File: src/rtl/gpio_port_cfg.svh
// Offsets, field positions, reset values and timing counts of the GPIO port block.
// Assumes inclusion by the package and the port module; definitions only.
`ifndef GPIO_PORT_CFG_SVH
`define GPIO_PORT_CFG_SVH

// ---------------------------------------------------------------------------
// Register byte offsets
// ---------------------------------------------------------------------------
`define PORT0_DATA_OFS    12'h000
`define PORT0_MODE_OFS    12'h004
`define PORT1_DATA_OFS    12'h008
`define PORT1_MODE_OFS    12'h00C
`define PORT_CTRL_OFS     12'h010
`define PORT_SET_OFS      12'h014
`define PORT_STAT_OFS     12'h018
`define PORT_PIN_OFS      12'h01C

// ---------------------------------------------------------------------------
// Field positions
// ---------------------------------------------------------------------------
`define CTRL_LED_BIT      0
`define CTRL_ROFF_BIT     5
`define CTRL_MATRIX_BIT   6
`define CTRL_STROBE_BIT   7
`define SET_CLKOUT0_BIT   0
`define SET_CLKOUT1_BIT   1
`define SET_CLKEN_BIT     2
`define SET_REFEN_BIT     3
`define SET_XOEN_BIT      4
`define SET_LARGE_BIT     5

// ---------------------------------------------------------------------------
// Reset values
// ---------------------------------------------------------------------------
`define PORT_DATA_RST     8'hFF
`define PORT_MODE_RST     8'h00

// ---------------------------------------------------------------------------
// Timing
// ---------------------------------------------------------------------------
`define CLK_PERIOD_PS     5000
`define WAKE_MIN_NS       10
`define WAKE_CYCLES       ((`WAKE_MIN_NS * 1000 + `CLK_PERIOD_PS - 1) / `CLK_PERIOD_PS)

`endif

File: src/rtl/gpio_port_pkg.sv
// Types shared by the GPIO port block.
// Assumes the constants header sits beside it.
`include "gpio_port_cfg.svh"

package gpio_port_pkg;

    typedef enum logic [1:0] {
        STB_IDLE = 2'b00,
        STB_HIGH = 2'b01
    } strobe_state_t;

    typedef struct packed {
        logic [7:0]    p0_data;
        logic [7:0]    p0_mode;
        logic [1:0]    p1_data;
        logic [1:0]    p1_mode;
        logic [1:0]    led_mode;
        logic          matrix_req;
        logic          roff_req;
        logic          strobe_bit;
        logic [5:0]    special;
        strobe_state_t stb_state;
        logic          wake_seen;
        logic [31:0]   rdata;
        logic          latch_pulse;
    } port_state_t;

    typedef struct packed {
        logic matrix;
        logic roff;
    } pad_opt_t;

endpackage : gpio_port_pkg

File: src/rtl/pad_option_latch.sv
// Two-bit pad option latch for the matrix and pull-up disable options.
// Assumes it sits in an always-on supply domain; only the load pulse and
// the option bits come from the core.
`timescale 1ns/1ps

module pad_option_latch
    import gpio_port_pkg::*;
(
    input  wire logic     core_clk_i,
    input  wire logic     rst_i,
    input  wire logic     load_i,
    input  wire pad_opt_t opt_i,
    output pad_opt_t      opt_o
);

    // ------------------------------------------------------------------------
    // Storage
    // ------------------------------------------------------------------------
    // Only the power-on reset clears it; core shutdown does not.
    pad_opt_t opt_r;
    pad_opt_t opt_nxt;

    always_comb begin
        opt_nxt = opt_r;
        if (load_i) begin
            opt_nxt = opt_i;
        end
    end

    always_ff @(posedge core_clk_i or posedge rst_i) begin
        if (rst_i) begin
            opt_r <= '0;
        end else begin
            opt_r <= opt_nxt;
        end
    end

    assign opt_o = opt_r;

endmodule : pad_option_latch

File: src/rtl/gpio_port.sv
// GPIO port with package pin mapping, drive modes, special roles and pad options.
// Assumes an APB master on core_clk_i and pad cells that resolve pins from the enables.
`timescale 1ns/1ps
`include "gpio_port_cfg.svh"

module gpio_port
    import gpio_port_pkg::*;
#(
    parameter int P0_W = 8,
    parameter int P1_W = 2
) (
    input  wire logic              core_clk_i,
    input  wire logic              rst_i,
    input  wire logic              psel,
    input  wire logic              penable,
    input  wire logic              pwrite,
    input  wire logic [11:0]       paddr,
    input  wire logic [31:0]       pwdata,
    output logic      [31:0]       prdata,
    output logic                   pready,
    output logic                   pslverr,
    input  wire logic              debug_active_i,
    input  wire logic              debug_data_out_i,
    input  wire logic              debug_data_oe_i,
    input  wire logic              shutdown_i,
    input  wire logic              user_clk_i,
    input  wire logic              ref_clk_i,
    input  wire logic [P0_W+P1_W-1:0] pin_i,
    output logic [P0_W+P1_W-1:0]   pin_o,
    output logic [P0_W+P1_W-1:0]   pin_oe_o,
    output logic [P0_W+P1_W-1:0]   pullup_en_o,
    output logic [P0_W+P1_W-1:0]   pulldown_en_o,
    output logic                   led_sink_en_o,
    output logic [1:0]             led_level_o,
    output logic                   crystal_osc_input_en_o,
    output logic                   debug_clock_line_o,
    output logic                   debug_data_line_o,
    output logic                   wake_o
);
    localparam int NP = P0_W + P1_W;

    // ------------------------------------------------------------------------
    // Pin synchronisers: change counts once stages two and three agree
    // ------------------------------------------------------------------------
    logic [NP-1:0] s1_r, s2_r, s3_r, pin_sync_r;
    always_ff @(posedge core_clk_i or posedge rst_i) begin
        if (rst_i) begin
            s1_r       <= '1;
            s2_r       <= '1;
            s3_r       <= '1;
            pin_sync_r <= '1;
        end else begin
            s1_r <= pin_i;
            s2_r <= s1_r;
            s3_r <= s2_r;
            for (int i = 0; i < NP; i++) begin
                if (s2_r[i] == s3_r[i]) begin
                    pin_sync_r[i] <= s3_r[i];
                end
            end
        end
    end

    // ------------------------------------------------------------------------
    // State and APB
    // ------------------------------------------------------------------------
    port_state_t st_r, st_nxt;
    pad_opt_t    opt_latched;
    logic        access, wr, rd, mapped;
    logic        large_pkg;
    logic [NP-1:0] present;

    assign access = psel && penable;
    assign wr     = access && pwrite;
    assign rd     = access && !pwrite;
    assign large_pkg = st_r.special[`SET_LARGE_BIT];
    // Unbonded pins in the small package are never driven nor reported
    assign present = large_pkg ? {NP{1'b1}} : NP'(8'h3F);

    always_comb begin
        mapped = 1'b1;
        case (paddr)
            `PORT0_DATA_OFS, `PORT0_MODE_OFS, `PORT1_DATA_OFS, `PORT1_MODE_OFS,
            `PORT_CTRL_OFS, `PORT_SET_OFS, `PORT_STAT_OFS, `PORT_PIN_OFS: mapped = 1'b1;
            default: mapped = 1'b0;
        endcase
    end

    always_comb begin
        st_nxt             = st_r;
        st_nxt.latch_pulse = 1'b0;
        if (wr) begin
            case (paddr)
                `PORT0_DATA_OFS: st_nxt.p0_data = pwdata[7:0];
                `PORT0_MODE_OFS: st_nxt.p0_mode = pwdata[7:0];
                `PORT1_DATA_OFS: st_nxt.p1_data = pwdata[1:0];
                `PORT1_MODE_OFS: st_nxt.p1_mode = pwdata[1:0];
                `PORT_CTRL_OFS: begin
                    st_nxt.led_mode   = pwdata[`CTRL_LED_BIT +: 2];
                    st_nxt.roff_req   = pwdata[`CTRL_ROFF_BIT];
                    st_nxt.matrix_req = pwdata[`CTRL_MATRIX_BIT];
                    st_nxt.strobe_bit = pwdata[`CTRL_STROBE_BIT];
                end
                `PORT_SET_OFS: st_nxt.special = pwdata[5:0];
                `PORT_STAT_OFS: begin
                    if (pwdata[0]) begin
                        st_nxt.wake_seen = 1'b0;
                    end
                end
                default: st_nxt = st_nxt;
            endcase
        end
        // Strobe 0 -> 1 -> 0 loads the latch with the bits standing at the fall
        case (st_r.stb_state)
            STB_IDLE: begin
                if (st_r.strobe_bit) begin
                    st_nxt.stb_state = STB_HIGH;
                end
            end
            STB_HIGH: begin
                if (!st_r.strobe_bit) begin
                    st_nxt.stb_state   = STB_IDLE;
                    st_nxt.latch_pulse = 1'b1;
                end
            end
            default: st_nxt.stb_state = STB_IDLE;
        endcase
        // Set beats clear when a wake arrives during the clear write
        if (wake_o) begin
            st_nxt.wake_seen = 1'b1;
        end
        st_nxt.rdata = st_r.rdata;
        if (rd) begin
            case (paddr)
                `PORT0_DATA_OFS: st_nxt.rdata = {24'h000000, st_r.p0_data};
                `PORT0_MODE_OFS: st_nxt.rdata = {24'h000000, st_r.p0_mode};
                `PORT1_DATA_OFS: st_nxt.rdata = {30'h00000000, st_r.p1_data};
                `PORT1_MODE_OFS: st_nxt.rdata = {30'h00000000, st_r.p1_mode};
                `PORT_CTRL_OFS: st_nxt.rdata = {24'h000000, st_r.strobe_bit, opt_latched.matrix,
                                                opt_latched.roff, 3'h0, st_r.led_mode};
                `PORT_SET_OFS:  st_nxt.rdata = {26'h0000000, st_r.special};
                `PORT_STAT_OFS: st_nxt.rdata = {31'h00000000, st_r.wake_seen};
                `PORT_PIN_OFS:  st_nxt.rdata = {22'h000000, pin_sync_r & present};
                default:        st_nxt.rdata = 32'h00000000;
            endcase
        end
    end

    always_ff @(posedge core_clk_i or posedge rst_i) begin
        if (rst_i) begin
            st_r           <= '0;
            st_r.p0_data   <= `PORT_DATA_RST;
            st_r.p0_mode   <= `PORT_MODE_RST;
            st_r.p1_data   <= 2'h3;
            st_r.p1_mode   <= 2'h0;
            st_r.stb_state <= STB_IDLE;
        end else begin
            st_r <= st_nxt;
        end
    end

    // One-wait-state slave: read data is registered in the access cycle, so the
    // bus answers the cycle after; pready goes high in the second access cycle.
    logic ready_r;
    always_ff @(posedge core_clk_i or posedge rst_i) begin
        if (rst_i) begin
            ready_r <= 1'b0;
        end else begin
            ready_r <= access && !ready_r;
        end
    end
    assign pready  = ready_r;
    assign pslverr = ready_r && !mapped;
    assign prdata  = st_r.rdata;

    // ------------------------------------------------------------------------
    // Pad option latch in the always-on domain
    // ------------------------------------------------------------------------
    pad_opt_t opt_req;
    assign opt_req = {st_r.matrix_req, st_r.roff_req};

    pad_option_latch u_opt (
        .core_clk_i (core_clk_i),
        .rst_i      (rst_i),
        .load_i     (st_r.latch_pulse),
        .opt_i      (opt_req),
        .opt_o      (opt_latched)
    );

    // ------------------------------------------------------------------------
    // Pad drive per pin
    // ------------------------------------------------------------------------
    logic [NP-1:0] port_val, port_pp;
    assign port_val = {st_r.p1_data, st_r.p0_data};
    assign port_pp  = {st_r.p1_mode, st_r.p0_mode};

    genvar g;
    generate
        for (g = 0; g < NP; g++) begin : g_pin
            logic drv_val, drv_en;
            logic is_matrix, is_roff;
            assign is_matrix = (g >= 1) && (g <= 3) && opt_latched.matrix;
            assign is_roff   = (g >= 1) && (g <= 2) && opt_latched.roff;
            always_comb begin
                drv_val = port_val[g];
                drv_en  = port_pp[g] || !port_val[g];
                if (g == 0) begin
                    drv_en = 1'b0;
                end else if (g == 5) begin
                    drv_en = 1'b0;
                end else if (g == 3 && st_r.special[`SET_REFEN_BIT]) begin
                    drv_val = ref_clk_i;
                    drv_en  = 1'b1;
                end else if (g == 4 && debug_active_i) begin
                    drv_val = debug_data_out_i;
                    drv_en  = debug_data_oe_i;
                end else if ((g == 4 || g == 6) && st_r.special[`SET_CLKEN_BIT]
                             && st_r.special[(g == 4) ? `SET_CLKOUT0_BIT : `SET_CLKOUT1_BIT]) begin
                    drv_val = user_clk_i;
                    drv_en  = 1'b1;
                end
                // Core logic is unpowered in shutdown; drivers are off, only the pull-ups and matrix pull-downs set by the latched options act
                if (shutdown_i) begin
                    drv_en = 1'b0;
                end
                if (!present[g]) begin
                    drv_en = 1'b0;
                end
            end
            assign pin_o[g]         = drv_val;
            assign pin_oe_o[g]      = drv_en;
            assign pullup_en_o[g]   = present[g] && !is_matrix && !is_roff;
            assign pulldown_en_o[g] = present[g] && is_matrix;
        end
    endgenerate

    assign crystal_osc_input_en_o = st_r.special[`SET_XOEN_BIT];
    assign led_sink_en_o      = !debug_active_i && !shutdown_i && !st_r.p0_data[5];
    assign led_level_o        = st_r.led_mode;
    assign debug_clock_line_o = debug_active_i && pin_sync_r[5];
    assign debug_data_line_o  = pin_sync_r[4];

    // Button pins (present pins but the LED pin, less driver pins 1-3 with matrix latched); a key pulls an input low
    logic [NP-1:0] btn_mask;
    assign btn_mask = present & ~NP'(8'h20) & (opt_latched.matrix ? ~NP'(8'h0E) : {NP{1'b1}});
    assign wake_o   = shutdown_i && |(~pin_sync_r & btn_mask);
endmodule : gpio_port

File: config.mk
export PLATFORM = sky130hd
export DESIGN_NAME = gpio_port
export DESIGN_NICKNAME = d
export VERILOG_FILES = /design/src/rtl/gpio_port_pkg.sv /design/src/rtl/pad_option_latch.sv /design/src/rtl/gpio_port.sv
export VERILOG_INCLUDE_DIRS = /design/src /design/src/rtl
export SDC_FILE = /design/constraint.sdc
export NUM_CORES = 1
export LEC_CHECK = 0
export BUFFER_PORTS_ARGS = -buffer_cell sky130_fd_sc_hd__buf_2
export CORE_MARGIN = 1.5
export CORE_UTILIZATION = 32
export DETAILED_ROUTE_END_ITERATION = 7
export PLACE_DENSITY = 0.64
export SLEW_MARGIN = 20
export SYNTH_ARGS = -nofsm -noshare
export SYNTH_HDL_FRONTEND = slang
export SYNTH_HIERARCHICAL = 1
export SYNTH_SLANG_ARGS = --single-unit
File: constraint.sdc
create_clock -name core_clk_i -period 4.5 [get_ports core_clk_i]
set_clock_uncertainty 0.1 [all_clocks]
set_input_delay 0.9 -clock core_clk_i [delete_from_list [all_inputs] [get_ports core_clk_i]]
set_output_delay 0.9 -clock core_clk_i [all_outputs]
set_load 0.01 [all_outputs]
==> results by group <==
Timing
  • Actual slew at the worst max-slew pin: 0.900 ns
  • Slew Viols, Final: 0
  • RSZ-0062 raised after global routing: no
  • Period utilization: 64.1%
  • TNS Setup: 0 ns
  • Min Tclk post-route: about 2.9 ns
  • Worst hold slack: ~0.25 ns
  • Setup violations, final: 0
  • Fin. Hold Viols: 0
  • Worst slew margin: 40.0%
  • Max Fclk: approximately 350 MHz

CTS
  • Clk buf depth: 2
  • Clock buffer count from CTS: 9
  • Setup Fix Bufs, Post-CTS: 0
  • Clock slew at the register clock pins of the worst setup and hold paths: roughly 0.06 ns
  • CTS resizes: 0
  • CTS tree: yes
  • H-tree Lvls: 3
  • CTS Root Buffer Type: clkbuf_16
  • Hold_buf cts: 0
  • Clock Latency Late Sink: 0.33 ns
  • # clock sinks: 87

Power
  • P per Cell Area: 379 nW/um^2
  • Leak Pwr: 2.18 nW
  • Worst vdd ir: 0.181 mV
  • Total power: 1.78 mW

Setup path
  • Critical Path AT: 1.88 ns
  • Worst Reg-to-Reg Cells: 4
  • Crit. End Element: primary output
  • Startpoint types: input pin
  • WP data required: 3.50 ns
  • Launching point of the worst reg2reg path: large_pkg
  • Crit Path Category: in -> out
  • Reg2reg end: prdata[6]
  • Crit path max fanout: 4
  • R2R setup slack: 3.01 ns

Floorplanning
  • Die Width: 117 um
  • Initial Util: 32.9%
  • Full die area: 13700 um^2
  • Core area: 12600 um^2
  • Num ports: approximately 150
  • Die span in y: 117 um
  • Rows: between 40 and 50

Synthesis
  • Mapped Cells: between 300 and 400
  • Fraction of registers with async set/reset: 100%
  • Post-Syn Area per Cell: 12.4 um^2
  • Seq cells post-synth: 87
  • YS warnings: 6
  • Distinct cells, synth: 40
  • Prevailing post-synth register cell: dfstp_2
  • Mapped Area: 4150 um^2
  • Seq/Total Area, Yosys: 53.9%
  • Post-synth EDFFs: 0

Global route
  • Vias in the first global route: roughly 2400
  • Largest net degree at the start of global routing: 54
  • All-Layer GR Usage: 13.1%
  • Initial antenna violation count: 0
  • Grt total ovfl: 0
  • First-pass GRT wire length: 13200 um

Route
  • Final WL: 8520 um
  • DR vias: 2509
  • DRC Markers: 0
  • Via/cell ratio: 4.45
  • Pre-antenna DRT Iters: 4
  • ANT nets after route: 0
  • Post-detailed-route wirelength per cell: 15.1 um
  • Drt first-iter violations: 98

Cells and area
  • Fill cells: 1236
  • Share of cells above drive strength 1: 52.0%
  • Area of the multi-input gates: 1410 um^2
  • Area growth syn-to-layout: 13.3%
  • NumNets Final: 453
  • Sequential standard cell area: 2240 um^2
  • # diodes: 0

Worst hold path
  • HP Start: s1_r[6]
  • Worst hold-check path type: reg -> reg
  • Hold path cells: 0
  • Worst Hold Endpoint: s2_r[6]

Status
  • Outcome: completed

Placed design
  • Port buffer count: 87
  • Global placement routability congestion: 0.784
  • HPWL after DPL: 6370 um

Job
  • Max Cap Viol: 0
## registers in the layout, summed over array words and instances (netlist names)
name	cells
pready	1
pin_o	7
large_pkg	1
port_val	3
s1_r	10
s3_r	10
prdata	10
opt_req	2
s2_r	10
crystal_osc_input_en_o	1
port_pp	10
led_level_o	2
st_r	8
u_opt/opt_o	2
pin_sync_r	10
## Yosys cell counts (3+ instances only)
cell type	instances	share of area [%]
buf_4	71	13
dfstp_2	50	32
nor3_1	6	0.72
mux2i_1	10	2.4
nor2_1	8	0.72
a31oi_1	8	1.2
nand2_1	14	1.3
inv_1	14	1.3
a21oi_1	9	1.1
o21ai_0	11	1.3
mux4_2	3	1.6
buf_2	3	0.36
mux2_2	38	10
clkbuf_1	3	0.27
dfrtp_1	37	22
maj3_1	10	2.4
nand4_1	5	0.75
nor4_4	3	1.5
## how the worst max path moves through the flow
stage,startpoint,endpoint,slack (ns),cells past startpoint
floorplan,rst_i,crystal_osc_input_en_o,1.39,1
global placement,paddr[2],port_pp[5],1.36,5
detailed placement,paddr[2],port_pp[2],1.35,5
CTS,paddr[1],pslverr,1.60,5
global route,paddr[1],pslverr,1.55,5
finish,paddr[1],pslverr,1.62,5
## cells by family after synthesis
family / Yosys count / share of synthesized area [%]
other: 2 / 0.181
buffers and inverters: 93 / 14.9
AO/OA/AOI/OAI: 34 / 4.82
flip-flops: 87 / 53.9
AND/OR/NAND/NOR: 56 / 8.89
XOR/XNOR: 1 / 0.211
multiplexers: 51 / 14.3
adder cells (fa/ha/maj): 11 / 2.71
## worst max-delay path, stage by stage
cell     delay [ns]
buf_2          0.12
nor4_4         0.36
nand3_2        0.19
and2_1         0.19
buf_2          0.13
## metal layers
| metal | wire length [um] | part of all wire, % | vias up | GRT usage (%) |
|---|---|---|---|---|
| met5 | 0 | 0 | - | 0 |
| met3 | 476 | 5.6 | 13 | 3.30 |
| met4 | 139 | 1.6 | 0 | 5.06 |
| li1 | - | - | 1157 | - |
| met2 | 4040 | 47 | 89 | 20.9 |
| met1 | 3860 | 45 | 1250 | 17.4 |
## cell usage in the layout, fill, tap and decap left out, types with 3 or more instances in the layout
master / n
buf_2: 87
dfstp_2: 50
mux2_2: 38
dfrtp_1: 37
conb_1: 34
nand2_1: 14
inv_1: 13
o21ai_0: 11
mux2i_1: 10
maj3_1: 10
clkbuf_16: 10
a21oi_1: 9
nor2_1: 8
a31oi_1: 8
nor3_1: 6
nand4_1: 5
nor4_4: 3
mux4_2: 3
clkbuf_8: 3
## final cells by class
| class | count | area share [%] |
|---|---|---|
| flip-flops and latches | 87 | 47.6 |
| multi-input cells | 187 | 30.1 |
| repair buffers | 88 | 9.42 |
| clock buffers | 13 | 6.20 |
| well taps | 172 | 4.58 |
| inverters | 14 | 1.14 |
| clock inverters | 3 | 0.984 |
## power by group
| part | internal, mW | switching [mW] | total (mW) |
|---|---|---|---|
| sequential | 0.835 | 0.0227 | 0.857 |
| clock | 0.510 | 0.294 | 0.804 |
| combinational | 0.0473 | 0.0744 | 0.122 |
## through the flow
step / util (%) / setup WS [ns] / std cells / cell area [um^2]
2_1_floorplan: - / 1.39 / 367 / 4270
3_3_place_gp: 34.6 / 1.36 / 548 / 4370
3_5_place_dp: 34.6 / 1.35 / 548 / 4370
4_1_cts: 37.3 / 1.60 / 564 / 4700
5_1_grt: 37.3 / 1.55 / 564 / 4700
6_report: 37.3 / 1.62 / 564 / 4700
(Power assumes the default switching activity.)
